--- src/rtl/imm_defines.svh ---
`ifndef IMM_DEFINES_SVH
`define IMM_DEFINES_SVH

// byte address of the memory map register on the local bus
`define IMM_MAP_ADDR       4'h0
// address bits decoded by the slave
`define IMM_ADDR_W         4
// bit positions, counted from the lsb
`define IMM_LS_ON_BIT      0
`define IMM_LS_PLACE_LO    8
`define IMM_LS_PLACE_HI    9
`define IMM_IB_ON_BIT      16
`define IMM_CROSS_BIT      17
`define IMM_IB_PLACE_LO    24
`define IMM_IB_PLACE_HI    25
// writable bits
`define IMM_WR_MASK        32'h0303_0301
// fixed reset values
`define IMM_IB_ON_RST      1'b0
`define IMM_CROSS_RST      1'b1
// axi responses
`define IMM_RESP_OKAY      2'b00
`define IMM_RESP_SLVERR    2'b10
// axi privileged bit of prot
`define IMM_PROT_PRIV      0

`endif

--- src/rtl/imm_pkg.sv ---
package imm_pkg;
  typedef logic [1:0] imm_place_t;
  typedef enum logic [1:0] {
    IMM_REGION_LOW_START  = 2'b00,
    IMM_REGION_LOW_END    = 2'b01,
    IMM_REGION_HIGH_START = 2'b10,
    IMM_REGION_HIGH_END   = 2'b11
  } imm_region_t;
endpackage

--- src/rtl/imm_map_ctrl.sv ---
`timescale 1ns/1ps
`default_nettype none
`include "imm_defines.svh"

module imm_map_ctrl
  import imm_pkg::*;
#(
  parameter bit HAS_IBUS_MEM = 1'b1
) (
  input  wire logic                   clk,
  input  wire logic                   reset,
  input  wire logic                   clk_en,
  input  wire logic                   cfg_ls_on,
  input  wire logic [1:0]             cfg_ls_place,
  input  wire logic [1:0]             cfg_ib_place,
  input  wire logic [`IMM_ADDR_W-1:0] s_axi_awaddr,
  input  wire logic [2:0]             s_axi_awprot,
  input  wire logic                   s_axi_awvalid,
  output logic                        s_axi_awready,
  input  wire logic [31:0]            s_axi_wdata,
  input  wire logic [3:0]             s_axi_wstrb,
  input  wire logic                   s_axi_wvalid,
  output logic                        s_axi_wready,
  output logic [1:0]                  s_axi_bresp,
  output logic                        s_axi_bvalid,
  input  wire logic                   s_axi_bready,
  input  wire logic [`IMM_ADDR_W-1:0] s_axi_araddr,
  input  wire logic [2:0]             s_axi_arprot,
  input  wire logic                   s_axi_arvalid,
  output logic                        s_axi_arready,
  output logic [31:0]                 s_axi_rdata,
  output logic [1:0]                  s_axi_rresp,
  output logic                        s_axi_rvalid,
  input  wire logic                   s_axi_rready,
  output logic                        ls_block_on,
  output logic [1:0]                  ls_block_place,
  output logic                        ib_block_on,
  output logic [1:0]                  ib_block_place,
  output logic                        cross_bus_data_permit
);

  logic                   cfg_on_s1_reg;
  logic                   cfg_on_s2_reg;
  logic [1:0]             cfg_lp_s1_reg;
  logic [1:0]             cfg_lp_s2_reg;
  logic [1:0]             cfg_ip_s1_reg;
  logic [1:0]             cfg_ip_s2_reg;
  logic                   lsbus_block_on_reg;
  imm_place_t             lsbus_block_place_reg;
  logic                   ibus_block_on_reg;
  imm_place_t             ibus_block_place_reg;
  logic                   cross_bus_data_permit_reg;
  logic                   aw_held_reg;
  logic [`IMM_ADDR_W-1:0] aw_addr_reg;
  logic                   aw_priv_reg;
  logic                   w_held_reg;
  logic [31:0]            w_data_reg;
  logic [3:0]             w_strb_reg;
  logic                   bvalid_reg;
  logic [1:0]             bresp_reg;
  logic                   rvalid_reg;
  logic [1:0]             rresp_reg;
  logic [31:0]            rdata_reg;
  logic [31:0]            map_word;
  logic [31:0]            map_next;
  logic                   wr_fire;
  logic                   wr_ok;
  logic                   rd_fire;
  logic                   ib_eff_on;
  logic                   clash;

  function automatic logic [31:0] strb_mask(input logic [3:0] s);
    strb_mask = {{8{s[3]}}, {8{s[2]}}, {8{s[1]}}, {8{s[0]}}};
  endfunction

  function automatic logic access_ok(input logic [`IMM_ADDR_W-1:0] a, input logic priv);
    access_ok = (a == `IMM_MAP_ADDR) && priv;
  endfunction

  // configuration word synchronisers
  always_ff @(posedge clk) begin
    if (clk_en) begin
      cfg_on_s1_reg <= cfg_ls_on;
      cfg_on_s2_reg <= cfg_on_s1_reg;
      cfg_lp_s1_reg <= cfg_ls_place;
      cfg_lp_s2_reg <= cfg_lp_s1_reg;
      cfg_ip_s1_reg <= cfg_ib_place;
      cfg_ip_s2_reg <= cfg_ip_s1_reg;
    end
  end

  always_comb begin
    map_word = '0;
    map_word[`IMM_LS_ON_BIT] = lsbus_block_on_reg;
    map_word[`IMM_LS_PLACE_HI:`IMM_LS_PLACE_LO] = lsbus_block_place_reg;
    map_word[`IMM_IB_ON_BIT] = ibus_block_on_reg;
    map_word[`IMM_CROSS_BIT] = cross_bus_data_permit_reg;
    map_word[`IMM_IB_PLACE_HI:`IMM_IB_PLACE_LO] = ibus_block_place_reg;
  end

  assign wr_fire = aw_held_reg && w_held_reg && !bvalid_reg;
  assign wr_ok   = access_ok(aw_addr_reg, aw_priv_reg);
  assign map_next = (map_word & ~(strb_mask(w_strb_reg) & `IMM_WR_MASK))
                  | (w_data_reg & strb_mask(w_strb_reg) & `IMM_WR_MASK);

  always_ff @(posedge clk) begin
    if (reset) begin
      if (clk_en) begin
        lsbus_block_on_reg    <= cfg_on_s2_reg;
        lsbus_block_place_reg <= cfg_lp_s2_reg;
        ibus_block_place_reg  <= cfg_ip_s2_reg;
      end
    end else if (clk_en && wr_fire && wr_ok) begin
      lsbus_block_on_reg    <= map_next[`IMM_LS_ON_BIT];
      lsbus_block_place_reg <= map_next[`IMM_LS_PLACE_HI:`IMM_LS_PLACE_LO];
      ibus_block_place_reg  <= map_next[`IMM_IB_PLACE_HI:`IMM_IB_PLACE_LO];
    end
  end

  always_ff @(posedge clk) begin
    if (clk_en && reset) begin
      ibus_block_on_reg         <= `IMM_IB_ON_RST;
      cross_bus_data_permit_reg <= `IMM_CROSS_RST;
    end else if (clk_en && wr_fire && wr_ok) begin
      ibus_block_on_reg         <= map_next[`IMM_IB_ON_BIT];
      cross_bus_data_permit_reg <= map_next[`IMM_CROSS_BIT];
    end
  end

  // write channels
  always_ff @(posedge clk) begin
    if (clk_en && reset) begin
      aw_held_reg <= 1'b0;
      aw_addr_reg <= '0;
      aw_priv_reg <= 1'b0;
      w_held_reg  <= 1'b0;
      w_data_reg  <= '0;
      w_strb_reg  <= '0;
      bvalid_reg  <= 1'b0;
      bresp_reg   <= `IMM_RESP_OKAY;
    end else if (clk_en) begin
      if (s_axi_awvalid && s_axi_awready) begin
        aw_held_reg <= 1'b1;
        aw_addr_reg <= s_axi_awaddr;
        aw_priv_reg <= s_axi_awprot[`IMM_PROT_PRIV];
      end
      if (s_axi_wvalid && s_axi_wready) begin
        w_held_reg <= 1'b1;
        w_data_reg <= s_axi_wdata;
        w_strb_reg <= s_axi_wstrb;
      end
      if (wr_fire) begin
        aw_held_reg <= 1'b0;
        w_held_reg  <= 1'b0;
        bvalid_reg  <= 1'b1;
        bresp_reg   <= wr_ok ? `IMM_RESP_OKAY : `IMM_RESP_SLVERR;
      end else if (bvalid_reg && s_axi_bready) begin
        bvalid_reg <= 1'b0;
      end
    end
  end

  assign s_axi_awready = !aw_held_reg && !bvalid_reg;
  assign s_axi_wready  = !w_held_reg && !bvalid_reg;
  assign s_axi_bvalid  = bvalid_reg;
  assign s_axi_bresp   = bresp_reg;

  // read channel
  assign rd_fire = s_axi_arvalid && s_axi_arready;
  always_ff @(posedge clk) begin
    if (clk_en && reset) begin
      rvalid_reg <= 1'b0;
      rresp_reg  <= `IMM_RESP_OKAY;
      rdata_reg  <= '0;
    end else if (clk_en) begin
      if (rd_fire) begin
        rvalid_reg <= 1'b1;
        if (access_ok(s_axi_araddr, s_axi_arprot[`IMM_PROT_PRIV])) begin
          rresp_reg <= `IMM_RESP_OKAY;
          rdata_reg <= map_word;
        end else begin
          rresp_reg <= `IMM_RESP_SLVERR;
          rdata_reg <= '0;
        end
      end else if (rvalid_reg && s_axi_rready) begin
        rvalid_reg <= 1'b0;
      end
    end
  end

  assign s_axi_arready = !rvalid_reg;
  assign s_axi_rvalid  = rvalid_reg;
  assign s_axi_rresp   = rresp_reg;
  assign s_axi_rdata   = rdata_reg;

  assign ib_eff_on = ibus_block_on_reg && HAS_IBUS_MEM;
  assign clash = lsbus_block_on_reg && ib_eff_on
              && (lsbus_block_place_reg == ibus_block_place_reg);

  assign ls_block_on           = lsbus_block_on_reg && !clash;
  assign ib_block_on           = ib_eff_on && !clash;
  assign ls_block_place        = lsbus_block_place_reg;
  assign ib_block_place        = ibus_block_place_reg;
  assign cross_bus_data_permit = cross_bus_data_permit_reg;

  AST_CLASH_OFF: assert property (@(posedge clk) disable iff (reset)
    (lsbus_block_on_reg && ib_eff_on && lsbus_block_place_reg == ibus_block_place_reg)
    |-> (!ls_block_on && !ib_block_on)) else $error("conflict left a block on");
  AST_NO_CLASH: assert property (@(posedge clk) disable iff (reset)
    !clash |-> (ib_block_on == ib_eff_on)) else $error("ib enable wrong");
  AST_LS_ON: assert property (@(posedge clk) disable iff (reset)
    !clash |-> (ls_block_on == map_word[`IMM_LS_ON_BIT])) else $error("ls enable wrong");
  AST_LS_ON_WR: assert property (@(posedge clk) disable iff (reset)
    (clk_en && wr_fire && wr_ok && w_strb_reg[`IMM_LS_ON_BIT/8])
    |=> lsbus_block_on_reg == $past(w_data_reg[`IMM_LS_ON_BIT]))
    else $error("ls enable not written");
  AST_LS_PLACE: assert property (@(posedge clk) disable iff (reset)
    (clk_en && wr_fire && wr_ok && w_strb_reg[`IMM_LS_PLACE_LO/8])
    |=> ls_block_place == $past(w_data_reg[`IMM_LS_PLACE_HI:`IMM_LS_PLACE_LO]))
    else $error("ls place not written");
  AST_IB_PLACE: assert property (@(posedge clk) disable iff (reset)
    (clk_en && wr_fire && wr_ok && w_strb_reg[`IMM_IB_PLACE_LO/8])
    |=> ib_block_place == $past(w_data_reg[`IMM_IB_PLACE_HI:`IMM_IB_PLACE_LO]))
    else $error("ib place not written");
  AST_IB_ON_WR: assert property (@(posedge clk) disable iff (reset)
    (clk_en && wr_fire && wr_ok && w_strb_reg[`IMM_IB_ON_BIT/8])
    |=> ibus_block_on_reg == $past(w_data_reg[`IMM_IB_ON_BIT]))
    else $error("ib enable not written");
  AST_IB_ABSENT: assert property (@(posedge clk) disable iff (reset)
    !HAS_IBUS_MEM |-> !ib_block_on) else $error("absent ib memory enabled");
  AST_CROSS_RST: assert property (@(posedge clk)
    $fell(reset) |-> cross_bus_data_permit) else $error("permit not set after reset");
  AST_CROSS_WR: assert property (@(posedge clk) disable iff (reset)
    (clk_en && wr_fire && wr_ok && w_strb_reg[`IMM_CROSS_BIT/8])
    |=> cross_bus_data_permit == $past(w_data_reg[`IMM_CROSS_BIT]))
    else $error("permit not written");
  // configuration loaded once synchronisers are filled
  AST_CFG_LOAD: assert property (@(posedge clk)
    (reset && clk_en && $past(reset && clk_en) && $past(reset && clk_en, 2))
    |=> (lsbus_block_on_reg == $past(cfg_on_s2_reg)
      && lsbus_block_place_reg == $past(cfg_lp_s2_reg)
      && ibus_block_place_reg == $past(cfg_ip_s2_reg)))
    else $error("config not loaded");
  AST_USER_WR: assert property (@(posedge clk) disable iff (reset)
    (clk_en && wr_fire && !aw_priv_reg)
    |=> (bresp_reg == `IMM_RESP_SLVERR && $stable(map_word)))
    else $error("user write accepted");
  AST_USER_RD: assert property (@(posedge clk) disable iff (reset)
    (clk_en && rd_fire && !s_axi_arprot[`IMM_PROT_PRIV])
    |=> (s_axi_rresp == `IMM_RESP_SLVERR && s_axi_rdata == 32'h0000_0000))
    else $error("user read accepted");
  AST_BAD_ADDR: assert property (@(posedge clk) disable iff (reset)
    (clk_en && wr_fire && aw_addr_reg != `IMM_MAP_ADDR)
    |=> (bresp_reg == `IMM_RESP_SLVERR && $stable(map_word)))
    else $error("unmapped write accepted");
  AST_BRESP_OK: assert property (@(posedge clk) disable iff (reset)
    (clk_en && wr_fire && wr_ok) |=> (s_axi_bvalid && s_axi_bresp == `IMM_RESP_OKAY))
    else $error("supervisor write refused");
  AST_RD_DATA: assert property (@(posedge clk) disable iff (reset)
    (clk_en && rd_fire && access_ok(s_axi_araddr, s_axi_arprot[`IMM_PROT_PRIV]))
    |=> s_axi_rdata == $past(map_word)) else $error("read data wrong");
  AST_RSV_ZERO: assert property (@(posedge clk) disable iff (reset)
    (map_word & ~`IMM_WR_MASK) == 32'h0000_0000) else $error("reserved bit set");

  COV_WRITE:   cover property (@(posedge clk) disable iff (reset) wr_fire && wr_ok);
  COV_READ:    cover property (@(posedge clk) disable iff (reset) rd_fire);
  COV_CLASH:   cover property (@(posedge clk) disable iff (reset) clash);
  COV_DENY:    cover property (@(posedge clk) disable iff (reset) wr_fire && !wr_ok);
  COV_USER_RD: cover property (@(posedge clk) disable iff (reset)
    rd_fire && !s_axi_arprot[`IMM_PROT_PRIV]);

endmodule // imm_map_ctrl

`default_nettype wire

--- config.mk ---
export PLATFORM = sky130hd
export DESIGN_NAME = imm_map_ctrl
export DESIGN_NICKNAME = d
export VERILOG_FILES = /design/src/rtl/imm_pkg.sv /design/src/rtl/imm_map_ctrl.sv
export VERILOG_INCLUDE_DIRS = /design/src /design/src/rtl
export SDC_FILE = /design/constraint.sdc
export NUM_CORES = 1
export LEC_CHECK = 0
export BUFFER_PORTS_ARGS = -buffer_cell sky130_fd_sc_hd__buf_2
export CORE_MARGIN = 2
export CORE_UTILIZATION = 40
export DETAILED_ROUTE_END_ITERATION = 7
export GPL_ROUTABILITY_DRIVEN = 1
export PLACE_DENSITY = 0.78
export SLEW_MARGIN = 10
export SYNTH_ARGS = -nofsm -noshare
export SYNTH_HDL_FRONTEND = slang
export SYNTH_SLANG_ARGS = --single-unit
--- constraint.sdc ---
create_clock -name clk -period 3.1 [get_ports clk]
set_input_delay 0.62 -clock clk [delete_from_list [all_inputs] [get_ports clk]]
set_output_delay 0.62 -clock clk [all_outputs]
set_load 0.02 [all_outputs]
==> flow_summary_export.csv, run 1 <==
group,metric,value,unit
status,status,"finished clean",
setup_path,arrival,1.41,ns
global_routing,grt_util_met3,5.56,%
placed_design,dp_cells,322,
final_layout,mostFrequentLayoutCells,"54 x buf_2, 45 x nand2_1, 31 x dfxtp_1, 27 x conb_1, 21 x a21oi_1",
drt,drc,0,
cts,cts_resized,0,
power,p_total,1.39,mW
setup_path,crit_path_max_fanout,3,
floorplanning,rows,26,
drt,viasPerCell,4.53,
synthesis,synth_area_leaders,"dfxtp_1 30%, edfxtp_1 22%, buf_4 9.9%",
cts,cts_tree,"done",
global_routing,grt_usage,13.6,%
drt,dr.pass1.iters,4,
job,maxCapViolCount,0,
final_layout,syn_to_final_growth,16.5,%
drt,antenna_left,0,
cts,path_clk_slew,0.08,ns
final_layout,fin_area,0.00238,mm2
final_layout,fill_cells,468,
cts,cts_setup_buffers,0,
power,vdd_drop_max,0.377,mV
global_routing,grt_pass1_wl,5.69,mm
floorplanning,die_y,75.5,um
power,leakage,1.00,nW
synthesis,synth.largest_area_cell,"dfxtp_1",
timing,post-route-min-period,2.03,ns
global_routing,grt_pass1_vias,1260,
final_layout,fin_cells,330,
cts,clkSinkCount,46,
timing,maxSlewHeadroom,50.3,%
global_routing,grt_max_degree,21,
cts,clock_path_buffers,2,
timing,layout_worst_path_cycle_share,65.5,%
setup_path,critical_path_class,"reg2out",
worst_hold_path,hold_path_class,"reg2reg",
floorplanning,initial_utilization,40.8,%
timing,fin_tns_setup,0,ns
drt,wl_per_cell,11.4,um
placed_design,place_congestion,0.797,
synthesis,yosysWarnings,0,
timing,fmax,0.492,GHz
floorplanning,die_area,0.00570,mm2
cts,clk_latency,0.30,ns
timing,worst_pin_slew,0.743,ns
cts,cts_root_buffer,"clkbuf_8",
timing,holdWs,0.423,ns
floorplanning,io_pins,111,
global_routing,grt_overflow_total,0,
placed_design,port_buffers,54,
synthesis,yosysUniqueCellTypes,30,
drt,vias,1496,
timing,rsz0062_at_grt,"false",
synthesis,synth_area,0.00204,mm2
floorplanning,die_w,75.5,um
placed_design,post_dp_cell_area,0.00227,mm2
floorplanning,coreArea,0.00501,mm2
timing,hold_viol,0,
placed_design,dp_hpwl,2.78,mm
global_routing,antenna_found_initial,0,
drt,wirelength,3.75,mm
timing,skew,0.00546,ns
cts,cts_made_buffers,5,
final_layout,final_common_cell,"buf_2",
cts,htree_levels,2,
cts,cts_hold_buf,0,
final_layout,num_antenna_cells,0,
global_routing,grt_use_met2,21.3,%
setup_path,required,2.48,ns
power,powerDensity,585,mW/mm2
synthesis,yosysTopAreaCellShare,30.4,%
final_layout,drive_gt1_share,26.5,%
global_routing,use_met1,16.6,%
timing,finalMaxSlewViolations,0,
synthesis,avgSynthCellArea,9.92,um2
timing,setup_violations,0,
synthesis,ys_seq_elements,46,
final_layout,final_nets,322,
drt,drt_iter0_drc,63,
synthesis,yosysSeqAreaShare,52.4,%
synthesis,synthCells,206,
global_routing,grt-busiest-layer,"met2",
setup_path,worstSetupStartpointType,"flop",
setup_path,critPathCaptureType,"output pin",
-- critical path: stages (launching register included) --
cell	delay [ns]
edfxtp_1	0.45
xor2_1	0.19
nor2_1	0.07
a21boi_0	0.20
buf_2	0.20
-- stage by stage --
stage | setup slack, ns | util (%)
floorplan | 1.22 | -
finish | 1.07 | 47.5
global placement | 0.985 | 45.3
CTS | 1.07 | 47.5
global route | 0.994 | 47.5
detailed placement | 0.963 | 45.3
-- final timing paths --
kind / endpoint / startpoint / cells after the start / slack, ns
max: ls_block_on / flop / 4 / 1.07
min: cfg_lp_s2_reg[0] / cfg_lp_s1_reg[0] / 0 / 0.42
max reg2reg: flop / aw_addr_reg[0] / 3 / 1.45
min reg2reg: cfg_lp_s2_reg[0] / cfg_lp_s1_reg[0] / 0 / 0.42
-- layout make-up --
class / instances / area [um2] / area share (%)
Sequential cell: 46 / 1070 / 45.0
Multi-Input combinational cell: 147 / 816 / 34.3
Timing Repair Buffer: 56 / 285 / 12.0
Tap cell: 70 / 87.6 / 3.68
Clock buffer: 6 / 72.6 / 3.05
Clock inverter: 2 / 37.5 / 1.58
Inverter: 3 / 11.3 / 0.473
-- cells in the mapped netlist --
cell type / number
a21oi_1: 21
nand4b_4: 1
o21a_1: 3
nand4bb_1: 1
nand2_1: 45
and4bb_2: 1
conb_1: 1
xor2_1: 2
buf_2: 6
edfxtp_1: 15
and3b_1: 1
o211a_1: 1
dfxtp_1: 31
nor4bb_1: 1
nand3b_1: 1
nand4b_1: 7
nor4_4: 1
clkbuf_1: 3
buf_4: 27
or4b_4: 1
nor2_1: 12
nor3_1: 1
nor4b_2: 1
o31ai_4: 1
inv_1: 3
a21boi_0: 2
o21ai_0: 7
mux2i_1: 7
nor3b_1: 1
and2_1: 1
-- layer usage --
layer / share of wire (%) / wire (um)
met4: 1.6 / 59
met1: 44 / 1640
met3: 9.4 / 354
met2: 45 / 1690
met5: 0 / 0
-- kinds of logic (layout without fill, tap and decap cells) --
group,count (synthesis),in the layout,synth area share (%)
xor gates and xnor gates,2,2,0.857
AOI/OAI and AO/OA,35,35,10.2
DFF,46,46,52.4
buffers and inverters,39,67,12.5
muxes,7,7,3.43
and+or+nand+nor,76,76,20.4
other,1,27,0.183
-- report_power, final --
part / total (mW) / internal, mW / switching (mW) / leakage [nW]
registers: 0.728 / 0.685 / 0.0433 / 0.399
logic: 0.225 / 0.0838 / 0.141 / 0.553
clock network: 0.442 / 0.241 / 0.201 / 0.0514
No activity file was read; power rests on OpenSTA's default activity.
==> run 2, diff against run 1 <==
--- a/config.mk
+++ b/config.mk
@@ -6,6 +6,7 @@
 export SDC_FILE = /design/constraint.sdc
 export NUM_CORES = 1
 export LEC_CHECK = 0
+export ABC_AREA = 1
 export BUFFER_PORTS_ARGS = -buffer_cell sky130_fd_sc_hd__buf_2
 export CORE_MARGIN = 2
 export CORE_UTILIZATION = 40
==> constraint.sdc (replaced) <==
create_clock -name clk -period 2.05 [get_ports clk]
set_input_delay 0.41 -clock clk [delete_from_list [all_inputs] [get_ports clk]]
set_output_delay 0.41 -clock clk [all_outputs]
set_load 0.02 [all_outputs]
==> run 2 against run 1 <==
  * Hold slack got worse by 0.14 ns
  * Cell area decreased by 1.5%
  * Synthesized cell count increased by 9.2%
  * Power increased by 55%
  * Sequential share of layout area increased by 0.70 points
  * Clock power increased by 48%
  * Count of clock-buffer cells in the layout unchanged
  * Sequential power increased by 54%
  * Critical endpoint unchanged
  * Highest routed layer unchanged
==> flow_summary_export.csv, run 2 <==
group,metric,value,unit
job,maxCapViolCount,0,
placed_design,post_dp_cell_area,0.00223,mm2
final_layout,num_antenna_cells,0,
drt,wl_per_cell,9.80,um
synthesis,yosysUniqueCellTypes,21,
cts,cts_resized,0,
synthesis,synth-main-ff-cell,"dfxtp_1",
timing,holdWs,0.286,ns
setup_path,critical_path_class,"reg2out",
synthesis,yosysTopAreaCellShare,31.3,%
synthesis,synth_area_leaders,"dfxtp_1 31%, edfxtp_1 23%, buf_4 11%",
floorplanning,die_area,0.00553,mm2
timing,skew,0.00687,ns
setup_path,arrival,1.38,ns
setup_path,r2r_slack,0.67,ns
cts,path_clk_slew,0.08,ns
global_routing,antenna_found_initial,0,
setup_path,required,1.64,ns
synthesis,synth-edff-count,15,
timing,finalMaxSlewViolations,0,
cts,clkSinkCount,46,
floorplanning,coreArea,0.00475,mm2
worst_hold_path,hold_path_class,"in2reg",
final_layout,fill_cells,464,
cts,cts_root_buffer,"clkbuf_8",
power,leakage,1.08,nW
power,vdd_drop_max,0.528,mV
synthesis,yosysSeqAreaShare,54.0,%
final_layout,fin_area,0.00234,mm2
drt,vias,1498,
timing,hold_viol,0,
cts,htree_levels,2,
cts,cts_made_buffers,5,
cts,cts_hold_buf,0,
synthesis,ys_seq_elements,46,
timing,fmax,0.558,GHz
status,status,"finished clean",
timing,fin_ws,0.257,ns
floorplanning,die_w,74.4,um
final_layout,fin_cells,353,
placed_design,port_buffers,54,
floorplanning,initial_utilization,41.7,%
synthesis,avgSynthCellArea,8.81,um2
final_layout,final_common_cell,"buf_2",
timing,layout_worst_path_cycle_share,87.5,%
synthesis,synth.most_common_cell,"nor2_1",
placed_design,pre_cts_ws,0.413,ns
drt,drt_iter0_drc,21,
setup_path,reg2reg_depth,4,
drt,viasPerCell,4.24,
global_routing,grt_usage,13.1,%
placed_design,dp_cells,345,
final_layout,utilization,49.3,%
setup_path,r2r_start,"aw_addr_reg[2]",
setup_path,worstSetupStartpointType,"flop",
synthesis,synthCells,225,
cts,cts_setup_buffers,0,
floorplanning,rows,25,
setup_path,crit_path_max_fanout,3,
placed_design,place_congestion,0.858,
final_layout,final_nets,348,
setup_path,critPathCaptureType,"output pin",
drt,wirelength,3.46,mm
drt,drc,0,
timing,fin_tns_setup,0,ns
setup_path,crit_path_end,"ls_block_on",
floorplanning,die_y,74.4,um
worst_hold_path,hp-start,"cfg_ls_on",
final_layout,syn_to_final_growth,18.3,%
final_layout,mostFrequentLayoutCells,"54 x buf_2, 39 x nor2_1, 31 x nand2_1, 31 x dfxtp_1, 27 x conb_1",
synthesis,synth_common_cells,"39 x nor2_1, 31 x dfxtp_1, 31 x nand2_1",
cts,clock_path_buffers,2,
cts,cts_tree,"done",
floorplanning,io_pins,111,
placed_design,dp_hpwl,2.68,mm
global_routing,grt_pass1_vias,1261,
synthesis,synthArstFlopShare,0,%
global_routing,grt_overflow_total,0,
global_routing,grt_pass1_wl,5.49,mm
synthesis,synth.largest_area_cell,"dfxtp_1",
global_routing,grt_max_degree,20,
worst_hold_path,holdPathStages,1,
power,p_total,2.16,mW
timing,rsz0062_at_grt,"false",
drt,antenna_left,0,
drt,dr.pass1.iters,4,
final_layout,drive_gt1_share,26.2,%
cts,clk_latency,0.29,ns
timing,post-route-min-period,1.79,ns
synthesis,yosysWarnings,0,
timing,setup_violations,0,
synthesis,synth_area,0.00198,mm2
power,powerDensity,921,mW/mm2
## run 2: logic make-up (layout without fill, tap and decap cells)
logic type,Yosys count,after routing,share of synthesized area [%]
AND/OR/NAND/NOR,97,97,21.8
other,1,27,0.189
flip-flops,46,46,54.0
XOR/XNOR,2,2,0.884
AO/OA/AOI/OAI,33,33,8.46
buffers and inverters,46,81,14.6
## run 2: how the worst min path moves through the flow
stage / to / slack (ns)
2_1_floorplan: cfg_ip_s2_reg[0] / 0.40
3_3_place_gp: cfg_ip_s2_reg[0] / 0.40
3_5_place_dp: cfg_ip_s2_reg[0] / 0.40
4_1_cts: cfg_on_s1_reg / 0.27
5_1_grt: cfg_lp_s1_reg[0] / 0.26
6_report: cfg_on_s1_reg / 0.29
## run 2: report_power, final
part	switching, mW	internal [mW]	total (mW)
combinational	0.248	0.135	0.383
clock	0.289	0.364	0.653
sequential	0.0659	1.06	1.12
total	0.603	1.56	2.16
## run 2: final cells by class
cell class | instances | area (um2) | area share, %
multi-input cells | 159 | 719 | 30.7
repair buffers | 59 | 308 | 13.1
flip-flops and latches | 46 | 1070 | 45.7
inverters | 14 | 52.6 | 2.24
clock inverters | 2 | 37.5 | 1.60
well taps | 67 | 83.8 | 3.58
clock buffers | 6 | 72.6 | 3.09
## run 2: routing by layer
| layer | wire length [um] | GRT usage, % |
|---|---|---|
| met1 | 1600 | 16.4 |
| met2 | 1570 | 20.9 |
| met3 | 272 | 4.47 |
| met4 | 24 | 4.76 |
| met5 | 0 | 0 |
## run 2: critical path: stages (launching register included)
cell	delay (ns)
edfxtp_1	0.44
xor2_1	0.18
nor3_1	0.23
nor2_1	0.07
buf_2	0.16
